[src/logic/codec_map.vh]
// Register map, field layout and timing constants of the disk byte codec.
`ifndef CODEC_MAP_VH
`define CODEC_MAP_VH

`define AXI_ADDR_W 5
`define OFS_STATUS 5'h00
`define OFS_COMMAND 5'h04
`define OFS_DATA 5'h08
`define OFS_CONFIG 5'h0c
`define WORD_MASK 5'h1c

`define IDX_STATUS 3'h0
`define IDX_COMMAND 3'h1
`define IDX_DATA 3'h2
`define IDX_CONFIG 3'h3
`define IDX_NONE 3'h4

`define RESP_OKAY 2'h0
`define RESP_SLVERR 2'h2

`define ST_BUSY 0
`define ST_REQUEST 1
`define ST_LOST 2
`define ST_MFM 3
`define ST_SIDE 4

`define CMD_READ 0
`define CMD_WRITE 1
`define CMD_SIDE 2
`define CMD_ABORT 3

`define CFG_GAP 7:0
`define CFG_SECTORS 15:8
`define CFG_LENGTH 26:16
`define CFG_RESET 32'h0080_0110

`define GAP_FILL 8'h4e
`define ADDR_MARK 8'ha1
`define DATA_RESET 8'h00

`define CLK_PERIOD_NS 8
`define FM_CELL_NS 4000
`define MFM_CELL_NS 2000
`define PULSE_NS 200
`define FM_CELL_CYC (`FM_CELL_NS / `CLK_PERIOD_NS)
`define MFM_CELL_CYC (`MFM_CELL_NS / `CLK_PERIOD_NS)
`define PULSE_CYC ((`PULSE_NS + `CLK_PERIOD_NS - 1) / `CLK_PERIOD_NS)

`endif

[src/logic/pin_sync.v]
// Three-stage pin synchroniser that accepts a level once two stages agree.
`timescale 1ns/1ps
module pin_sync #(
  parameter WIDTH = 1
) (
  input wire clock,
  input wire reset_n,
  input wire [WIDTH-1:0] pin_in,
  output wire [WIDTH-1:0] level
);
  genvar i;
  generate
    for (i = 0; i < WIDTH; i = i + 1) begin : g_bit
      reg s1, s2, s3, held;
      always @(posedge clock or negedge reset_n) begin
        if (!reset_n) begin
          s1 <= 1'h0;
          s2 <= 1'h0;
          s3 <= 1'h0;
          held <= 1'h0;
        end else begin
          s1 <= pin_in[i];
          s2 <= s1;
          s3 <= s2;
          if (s2 == s3) begin
            held <= s3;
          end
        end
      end
      assign level[i] = held;
    end
  endgenerate
endmodule // pin_sync

[src/logic/cell_encoder.v]
// Bit-cell encoder that turns bytes into FM or MFM write pulses.
`timescale 1ns/1ps
`include "codec_map.vh"
module cell_encoder (
  input wire clock,
  input wire reset_n,
  input wire mfm,
  input wire byte_valid,
  input wire [7:0] byte_in,
  output reg byte_taken,
  output reg busy,
  output reg write_pulse
);
  localparam integer FM_LAST_I = `FM_CELL_CYC - 1;
  localparam integer MFM_LAST_I = `MFM_CELL_CYC - 1;
  localparam integer FM_MID_I = `FM_CELL_CYC / 2;
  localparam integer MFM_MID_I = `MFM_CELL_CYC / 2;
  localparam integer PULSE_LAST_I = `PULSE_CYC - 1;
  // Counts are cut to the counter widths on purpose.
  localparam [8:0] FM_LAST = FM_LAST_I[8:0];
  localparam [8:0] MFM_LAST = MFM_LAST_I[8:0];
  localparam [8:0] FM_MID = FM_MID_I[8:0];
  localparam [8:0] MFM_MID = MFM_MID_I[8:0];
  localparam [4:0] PULSE_LAST = PULSE_LAST_I[4:0];
  reg [7:0] shift;
  reg [2:0] bits_left;
  reg [8:0] cnt;
  reg prev_bit;
  reg [4:0] pulse_cnt;
  // cell length
  wire [8:0] cell_last = mfm ? MFM_LAST : FM_LAST;
  wire [8:0] cell_mid = mfm ? MFM_MID : FM_MID;
  // clock at boundary
  wire clock_mark = mfm ? (!prev_bit && !shift[7]) : 1'h1;
  // data at centre
  wire fire = busy && ((cnt == 9'h000 && clock_mark) ||
              (cnt == cell_mid && shift[7]));
  always @(posedge clock or negedge reset_n) begin
    if (!reset_n) begin
      byte_taken <= 1'h0;
      busy <= 1'h0;
      write_pulse <= 1'h0;
      shift <= 8'h00;
      bits_left <= 3'h0;
      cnt <= 9'h000;
      prev_bit <= 1'h1;
      pulse_cnt <= 5'h00;
    end else begin
      byte_taken <= 1'h0;
      if (!busy) begin
        if (byte_valid) begin
          shift <= byte_in;
          bits_left <= 3'h7;
          cnt <= 9'h000;
          busy <= 1'h1;
          byte_taken <= 1'h1;
        end
      // eight cells per byte
      end else if (cnt == cell_last) begin
        cnt <= 9'h000;
        prev_bit <= shift[7];
        if (bits_left == 3'h0) begin
          if (byte_valid) begin
            shift <= byte_in;
            bits_left <= 3'h7;
            byte_taken <= 1'h1;
          end else begin
            busy <= 1'h0;
          end
        end else begin
          shift <= {shift[6:0], 1'h0};
          bits_left <= bits_left - 3'h1;
        end
      end else begin
        cnt <= cnt + 9'h001;
      end
      if (fire) begin
        write_pulse <= 1'h1;
        pulse_cnt <= PULSE_LAST;
      end else if (pulse_cnt != 5'h00) begin
        pulse_cnt <= pulse_cnt - 5'h01;
      end else begin
        write_pulse <= 1'h0;
      end
    end
  end
endmodule // cell_encoder

[src/logic/fm_mfm_codec.v]
// Floppy byte codec: AXI4-Lite registers, byte request, FM/MFM streams.
// Summary of operation
// One byte request per byte moved.
// Read: assembled byte sets status request bit.
// Host data read clears bit and line.
// Request rises again for each next byte.
// Write: host data write clears both requests.
// Host serves each request within byte time.
// FM: eight cells, clock at each start.
// FM: centre pulse for one, none zero.
// FM cells spaced four microseconds.
// MFM: centre pulse for a one bit.
// MFM clock only between two zeros.
// MFM cell lasts two microseconds.
// Sectors found by address marks only.
// Gap and sector lengths are configurable.
// Open density pin means FM only.
// Side select output set by command.
// Status bit one mirrors byte request.
// Status bit two flags a missed request.
// Density pin high FM, low MFM.
// Density picks encoding, handshake unchanged.
`timescale 1ns/1ps
`include "codec_map.vh"
module fm_mfm_codec (
  input wire clock,
  input wire reset_n,
  input wire awvalid,
  output reg awready,
  input wire [`AXI_ADDR_W-1:0] awaddr,
  input wire wvalid,
  output reg wready,
  input wire [31:0] wdata,
  input wire [3:0] wstrb,
  output reg bvalid,
  input wire bready,
  output reg [1:0] bresp,
  input wire arvalid,
  output reg arready,
  input wire [`AXI_ADDR_W-1:0] araddr,
  output reg rvalid,
  input wire rready,
  output reg [31:0] rdata,
  output reg [1:0] rresp,
  input wire density_select_n,
  input wire read_clock,
  input wire read_data,
  output reg byte_request,
  output reg write_gate,
  output wire write_pulse,
  output reg side_select
);
  localparam [6:0] S_IDLE = 7'h01;
  localparam [6:0] S_HUNT = 7'h02;
  localparam [6:0] S_RDATA = 7'h04;
  localparam [6:0] S_WGAP = 7'h08;
  localparam [6:0] S_WMARK = 7'h10;
  localparam [6:0] S_WDATA = 7'h20;
  localparam [6:0] S_WDRAIN = 7'h40;

  // Word decode shared by the read and write channels.
  function [2:0] reg_index;
    input [`AXI_ADDR_W-1:0] addr;
    begin
      case (addr & `WORD_MASK)
        `OFS_STATUS: reg_index = `IDX_STATUS;
        `OFS_COMMAND: reg_index = `IDX_COMMAND;
        `OFS_DATA: reg_index = `IDX_DATA;
        `OFS_CONFIG: reg_index = `IDX_CONFIG;
        default: reg_index = `IDX_NONE;
      endcase
    end
  endfunction

  reg aw_got, w_got;
  reg [`AXI_ADDR_W-1:0] aw_addr;
  reg [31:0] w_data;
  reg [3:0] w_strb;
  reg [6:0] state;
  reg [7:0] data_reg;
  reg [7:0] shift;
  reg [2:0] bit_cnt;
  reg [10:0] byte_cnt;
  reg [7:0] sector_cnt;
  reg lost;
  reg mfm_mode;
  reg clk_prev;
  reg [31:0] config_reg;
  reg [6:0] next_state;
  reg next_set_req;
  reg next_set_lost;
  reg [7:0] enc_byte;
  reg enc_valid;
  wire [2:0] pins;
  wire enc_taken;
  wire enc_busy;

  wire wr_fire = aw_got && w_got && !bvalid;
  wire [2:0] wr_idx = reg_index(aw_addr);
  wire rd_fire = arvalid && arready;
  wire [2:0] rd_idx = reg_index(araddr);
  wire dens_n = pins[2];
  wire clk_s = pins[1];
  wire bit_s = pins[0];
  wire bit_tick = clk_s && !clk_prev;
  wire [7:0] rx_byte = {shift[6:0], bit_s};
  wire [7:0] gap_len = config_reg[`CFG_GAP];
  wire [7:0] sectors = config_reg[`CFG_SECTORS];
  wire [10:0] sec_len = config_reg[`CFG_LENGTH];
  wire last_byte = byte_cnt == sec_len - 11'h001;
  wire last_sector = sector_cnt == sectors - 8'h01;
  wire busy = state != S_IDLE;
  wire cmd_wr = wr_fire && wr_idx == `IDX_COMMAND && w_strb[0];
  wire start_rd = cmd_wr && !busy && w_data[`CMD_READ];
  wire start_wr = cmd_wr && !busy && !w_data[`CMD_READ] &&
                  w_data[`CMD_WRITE];
  wire abort = cmd_wr && w_data[`CMD_ABORT];
  // host read clears
  wire host_rd = rd_fire && rd_idx == `IDX_DATA;
  // host write clears
  wire host_wr = wr_fire && wr_idx == `IDX_DATA && w_strb[0];
  wire [31:0] status_word = {27'h000_0000, side_select, mfm_mode, lost,
                             byte_request, busy};

  // Pins come from the drive and the board, outside the clock domain.
  pin_sync #(
    .WIDTH(3)
  ) u_pins (
    .clock(clock),
    .reset_n(reset_n),
    .pin_in({density_select_n, read_clock, read_data}),
    .level(pins)
  );

  cell_encoder u_enc (
    .clock(clock),
    .reset_n(reset_n),
    .mfm(mfm_mode),
    .byte_valid(enc_valid),
    .byte_in(enc_byte),
    .byte_taken(enc_taken),
    .busy(enc_busy),
    .write_pulse(write_pulse)
  );

  // One write at a time; address and data may come in either order.
  always @(posedge clock or negedge reset_n) begin
    if (!reset_n) begin
      awready <= 1'h1;
      wready <= 1'h1;
      aw_got <= 1'h0;
      w_got <= 1'h0;
      aw_addr <= 5'h00;
      w_data <= 32'h0000_0000;
      w_strb <= 4'h0;
      bvalid <= 1'h0;
      bresp <= `RESP_OKAY;
    end else begin
      if (awvalid && awready) begin
        aw_got <= 1'h1;
        aw_addr <= awaddr;
        awready <= 1'h0;
      end
      if (wvalid && wready) begin
        w_got <= 1'h1;
        w_data <= wdata;
        w_strb <= wstrb;
        wready <= 1'h0;
      end
      if (wr_fire) begin
        aw_got <= 1'h0;
        w_got <= 1'h0;
        bvalid <= 1'h1;
        bresp <= (wr_idx == `IDX_NONE) ? `RESP_SLVERR : `RESP_OKAY;
      end
      if (bvalid && bready) begin
        bvalid <= 1'h0;
        awready <= 1'h1;
        wready <= 1'h1;
      end
    end
  end

  // Read answers one cycle after the address is taken.
  always @(posedge clock or negedge reset_n) begin
    if (!reset_n) begin
      arready <= 1'h1;
      rvalid <= 1'h0;
      rdata <= 32'h0000_0000;
      rresp <= `RESP_OKAY;
    end else begin
      if (rd_fire) begin
        arready <= 1'h0;
        rvalid <= 1'h1;
        rresp <= `RESP_OKAY;
        case (rd_idx)
          // status mirrors request
          `IDX_STATUS: rdata <= status_word;
          `IDX_DATA: rdata <= {24'h00_0000, data_reg};
          `IDX_CONFIG: rdata <= config_reg;
          `IDX_COMMAND: rdata <= 32'h0000_0000;
          default: begin
            rdata <= 32'h0000_0000;
            rresp <= `RESP_SLVERR;
          end
        endcase
      end else if (rvalid && rready) begin
        rvalid <= 1'h0;
        arready <= 1'h1;
      end
    end
  end

  // Sequencer: next state and the request and loss events.
  always @* begin
    next_state = state;
    next_set_req = 1'h0;
    next_set_lost = 1'h0;
    enc_byte = `GAP_FILL;
    enc_valid = 1'h0;
    case (state)
      S_IDLE: begin
        if (start_rd) begin
          next_state = S_HUNT;
        end else if (start_wr) begin
          next_state = S_WGAP;
          next_set_req = 1'h1;
        end
      end
      // hunt for mark
      S_HUNT: begin
        if (bit_tick && rx_byte == `ADDR_MARK) begin
          next_state = S_RDATA;
        end
      end
      S_RDATA: begin
        if (bit_tick && bit_cnt == 3'h7) begin
          // byte assembled
          next_set_req = 1'h1;
          // missed request
          next_set_lost = byte_request;
          if (last_byte) begin
            next_state = last_sector ? S_IDLE : S_HUNT;
          end
        end
      end
      // gap length
      S_WGAP: begin
        enc_valid = 1'h1;
        if (enc_taken && byte_cnt + 11'h001 >= {3'h0, gap_len}) begin
          next_state = S_WMARK;
        end
      end
      S_WMARK: begin
        enc_valid = 1'h1;
        enc_byte = `ADDR_MARK;
        if (enc_taken) begin
          next_state = S_WDATA;
        end
      end
      S_WDATA: begin
        enc_valid = 1'h1;
        enc_byte = data_reg;
        if (enc_taken) begin
          // R18 register not refilled
          next_set_lost = byte_request;
          // request next byte
          next_set_req = !(last_byte && last_sector);
          if (last_byte) begin
            next_state = last_sector ? S_WDRAIN : S_WGAP;
          end
        end
      end
      S_WDRAIN: begin
        if (!enc_busy) begin
          next_state = S_IDLE;
        end
      end
      default: next_state = S_IDLE;
    endcase
    if (abort) begin
      next_state = S_IDLE;
      next_set_req = 1'h0;
    end
  end

  always @(posedge clock or negedge reset_n) begin
    if (!reset_n) begin
      state <= S_IDLE;
      data_reg <= `DATA_RESET;
      shift <= 8'h00;
      bit_cnt <= 3'h0;
      byte_cnt <= 11'h000;
      sector_cnt <= 8'h00;
      byte_request <= 1'h0;
      lost <= 1'h0;
      mfm_mode <= 1'h0;
      clk_prev <= 1'h0;
      write_gate <= 1'h0;
      side_select <= 1'h0;
      config_reg <= `CFG_RESET;
    end else begin
      state <= next_state;
      clk_prev <= clk_s;
      if (bit_tick) begin
        shift <= rx_byte;
      end
      // side from command
      if (cmd_wr) begin
        side_select <= w_data[`CMD_SIDE];
      end
      // configurable format
      if (wr_fire && wr_idx == `IDX_CONFIG && !busy) begin
        if (w_strb[0]) config_reg[7:0] <= w_data[7:0];
        if (w_strb[1]) config_reg[15:8] <= w_data[15:8];
        if (w_strb[2]) config_reg[23:16] <= w_data[23:16];
        if (w_strb[3]) config_reg[31:24] <= {5'h00, w_data[26:24]};
      end
      if (start_rd || start_wr) begin
        // density latched
        mfm_mode <= !dens_n;
        byte_cnt <= 11'h000;
        sector_cnt <= 8'h00;
        bit_cnt <= 3'h0;
      end
      if (state == S_HUNT && next_state == S_RDATA) begin
        bit_cnt <= 3'h0;
        byte_cnt <= 11'h000;
      end
      if (state == S_RDATA && bit_tick) begin
        bit_cnt <= bit_cnt + 3'h1;
        if (bit_cnt == 3'h7) begin
          data_reg <= rx_byte;
          byte_cnt <= byte_cnt + 11'h001;
          if (last_byte) begin
            sector_cnt <= sector_cnt + 8'h01;
          end
        end
      end else if (host_wr) begin
        data_reg <= w_data[7:0];
      end
      if (enc_taken && state != S_WMARK) begin
        byte_cnt <= byte_cnt + 11'h001;
      end
      if (enc_taken && state == S_WMARK) begin
        byte_cnt <= 11'h000;
      end
      if (enc_taken && state == S_WDATA && last_byte) begin
        byte_cnt <= 11'h000;
        sector_cnt <= sector_cnt + 8'h01;
      end
      if (start_wr) begin
        write_gate <= 1'h1;
      end else if (next_state == S_IDLE && (abort || !enc_busy)) begin
        write_gate <= 1'h0;
      end
      // set wins clear
      if (next_set_req) begin
        byte_request <= 1'h1;
      end else if (host_rd || host_wr || abort) begin
        byte_request <= 1'h0;
      end
      // lost cleared on start
      if (next_set_lost) begin
        lost <= 1'h1;
      end else if (start_rd || start_wr) begin
        lost <= 1'h0;
      end
    end
  end
endmodule // fm_mfm_codec

[config.mk]
export PLATFORM = sky130hd
export DESIGN_NAME = fm_mfm_codec
export DESIGN_NICKNAME = d
export VERILOG_FILES = /design/src/logic/pin_sync.v /design/src/logic/cell_encoder.v /design/src/logic/fm_mfm_codec.v
export VERILOG_INCLUDE_DIRS = /design/src /design/src/logic
export SDC_FILE = /design/constraint.sdc
export NUM_CORES = 1
export LEC_CHECK = 0
export BUFFER_PORTS_ARGS = -buffer_cell sky130_fd_sc_hd__buf_2
export CAP_MARGIN = 20
export CORE_ASPECT_RATIO = 0.9
export CORE_MARGIN = 2
export CORE_UTILIZATION = 35
export CTS_CLUSTER_SIZE = 12
export DETAILED_ROUTE_END_ITERATION = 16
export PLACE_DENSITY = 0.55
export SYNTH_ARGS = -nofsm -noshare
export SYNTH_HDL_FRONTEND = slang
export SYNTH_SLANG_ARGS = --single-unit
[constraint.sdc]
create_clock -name clock -period 4.1 [get_ports clock]
set_input_delay 0 -clock clock [delete_from_list [all_inputs] [get_ports clock]]
set_output_delay 0 -clock clock [all_outputs]
set_load 0.1 [all_outputs]
==> key figures <==
Min path
  – Min-Delay Path Class: in -> reg

Final layout
  – Share of cells above drive strength 1: 0.198
  – Commonest non-fill, non-tap cell in the layout: dfrtp_1
  – Layout area overhead: 19.5%
  – Post-route cell area: 0.0112 mm2
  – Fin nets: approximately 1100
  – Utilization after layout: 0.427
  – Ant diodes: 0
  – Leading cell types in the layout, fill and taps excluded: dfrtp_1, nand2_1, buf_2, o21ai_0, mux2_2

Critical path
  – Critical Path Source Type: flip-flop
  – Max FO, Critical Path: 7
  – Kind of critical path: reg -> reg
  – Setup crit end kind: flip-flop
  – Worst EP arrival: 3.66 ns
  – Worst Path Required: 4.47 ns

GRT
  – Global-route usage over all layers: 0.172
  – First-pass GRT wire length: 38300 um
  – Number of global-route vias before repair: 7092
  – Grt total ovfl: 0
  – Initial antenna violation count: 0
  – Largest net degree at the start of global routing: 106

Floorplanning
  – Starting Density: 0.357
  – Die height: about 160 um
  – Die ar.: 0.0280 mm2
  – Rows: 56
  – Floorplan core area: around 0.026 mm2
  – I/O pin cnt: just over 100
  – Die W: between 150 and 200 um

Timing
  – Setup ws final: between 0.8 and 0.9 ns
  – Crit path time final: around 3.3 ns
  – Final TNS setup: 0 ns
  – Tcrit/Tclk final: 0.803
  – Worst slew pin tran: between 0.9 and 1 ns
  – Fmax: around 300 MHz
  – Hold slack: about 0.12 ns
  – Pins Over Slew Limit: 0
  – Hold violation total from the final report: 0
  – Clock Skew: approximately 0.014 ns
  – RSZ-0062 raised after global routing: no
  – Final setup fails: 0
  – Rel. slew slack: 0.330

Synth
  – Distinct cell type count after synthesis: 70
  – Avg Cell Area, Syn: about 10 um2
  – Post-Syn Area: approximately 0.0093 mm2
  – Synth Warn #: 0
  – EDFF count, synth: 0
  – Primary FF master, synth: dfrtp_1
  – #FFs+latches synth: around 190
  – Post-Syn Instances: 910
  – Area share of the largest cell type after synthesis: 0.482
  – Top post-synthesis cells by area: dfrtp_1, mux2_2, nand2_1, o21ai_0, ha_1
  – Ys async rst share: 1.00
  – Seq/Total Area, Yosys: 0.505
  – Yosys top cell by area: dfrtp_1

Clock tree
  – Hold_buf cts: 47
  – Clock transition at the registers of the reported paths: 0.07 ns
  – CTS max path bufs: 2
  – CTS sink cnt: between 150 and 200
  – Number of buffers created by CTS: 17
  – Htree depth: 4
  – Post_cts resized: 0
  – Latest clock arrival within the worst-skew pair: about 0.44 ns
  – TritonCTS clock tree: yes
  – Post-CTS Setup Bufs: 0
  – Root Buffer: clkbuf_16

Detailed routing
  – Remaining DRCs: 0
  – Post-Route WL: around 23000 um
  – DR iter-0 viols: around 530
  – Antenna-violating nets left: 0
  – DR vias: ~7200
  – Wirelength per Cell: roughly 17 um
  – Drt first pass iters: 5
  – Via/cell ratio: 5.18

Place
  – Hpwl dp: roughly 16000 um
  – Routability Congestion: between 0.8 and 0.9
  – IO Port Bufs: 84
  – Cell Area, Placed: slightly above 0.01 mm2
  – DP Worst Slack: between 0.8 and 0.9 ns

Power
  – Power density over cell area: about 630 mW/mm2
  – Leak: 5.21 nW
  – Worst VDD drop: approximately 0.45 mV

Outcome
  – Outcome: complete, no violations

Job
  – Reported max-cap violation count: 0
-- synthesized netlist by cell type (all sizes together), types with 11 or more instances --
cell,number
inv,32
a21oi,29
nand4,11
mux2i,14
nand3,26
a31oi,17
and3,15
nor3,26
a22o,21
xor2,15
mux2,61
o21ai,62
or3,13
dfrtp,180
clkbuf,35
buf,14
nand2,108
ha,20
xnor2,20
nor2,52
-- report_power, final --
part,switching [mW],internal [mW],leakage (nW),total (mW)
combinational,1.45,0.993,2.51,2.44
sequential,0.531,2.38,2.42,2.91
clock,0.794,0.863,0.278,1.66
total,2.77,4.23,5.21,7.00
-- final cells by class --
type	count	area, um2
clock buffer	18	429
fill	2542	15000
sequential	188	4710
clock inverter	14	149
inverter	32	120
tap	348	435
multi-input combinational	647	4320
timing repair buffer	144	995
-- layer usage --
| metal | part of all wire | track usage | wire length [um] |
|---|---|---|---|
| met5 | 0 | 0 | 0 |
| met1 | 0.51 | 0.256 | 11900 |
| met2 | 0.43 | 0.251 | 10000 |
| met3 | 0.046 | 0.0389 | 1080 |
| met4 | 0.012 | 0.0451 | 271 |
-- worst paths after layout --
check	from	endpoint	slack (ns)	cells after the start
max reg2reg	config_reg[16]$_DFFE_PN0P_	state[1]$_DFF_PN0_	0.81	8
min in group asynchronous	reset_n	u_enc.cnt[5]$_DFFE_PN0P_	0.24	2
max	config_reg[16]$_DFFE_PN0P_	state[1]$_DFF_PN0_	0.81	8
min reg2reg	u_pins.g_bit[0].s1$_DFF_PN0_	u_pins.g_bit[0].s2$_DFF_PN0_	0.34	0
max in group asynchronous	reset_n	config_reg[23]$_DFFE_PN1P_	2.87	3
min	araddr[2]	rdata[7]$_DFFE_PN0P_	0.12	3
-- worst max-delay path, cell delays in order, from the launching register on --
cell	delay [ns]
dfrtp_1	0.45
inv_1	0.10
ha_1	0.25
or4b_1	0.57
or3_4	0.44
a2111oi_4	0.46
o2111ai_2	0.25
or4_1	0.55
a21boi_1	0.15
-- through the flow --
stage,std cells,power [mW]
2_1_floorplan,916,4.72
3_3_place_gp,1310,5.28
3_5_place_dp,1310,5.33
4_1_cts,1389,7.05
5_1_grt,1391,7.47
6_report,1391,7.00
-- logic make-up after synthesis --
logic type | synth area share
adders and majority gates | 0.0300
muxes | 0.0885
and+or+nand+nor | 0.177
AOI/OAI and AO/OA | 0.131
other | 0.000401
DFF | 0.505
buffers and inverters | 0.0355
xor gates and xnor gates | 0.0328
Power figures use the tool's default switching activity.
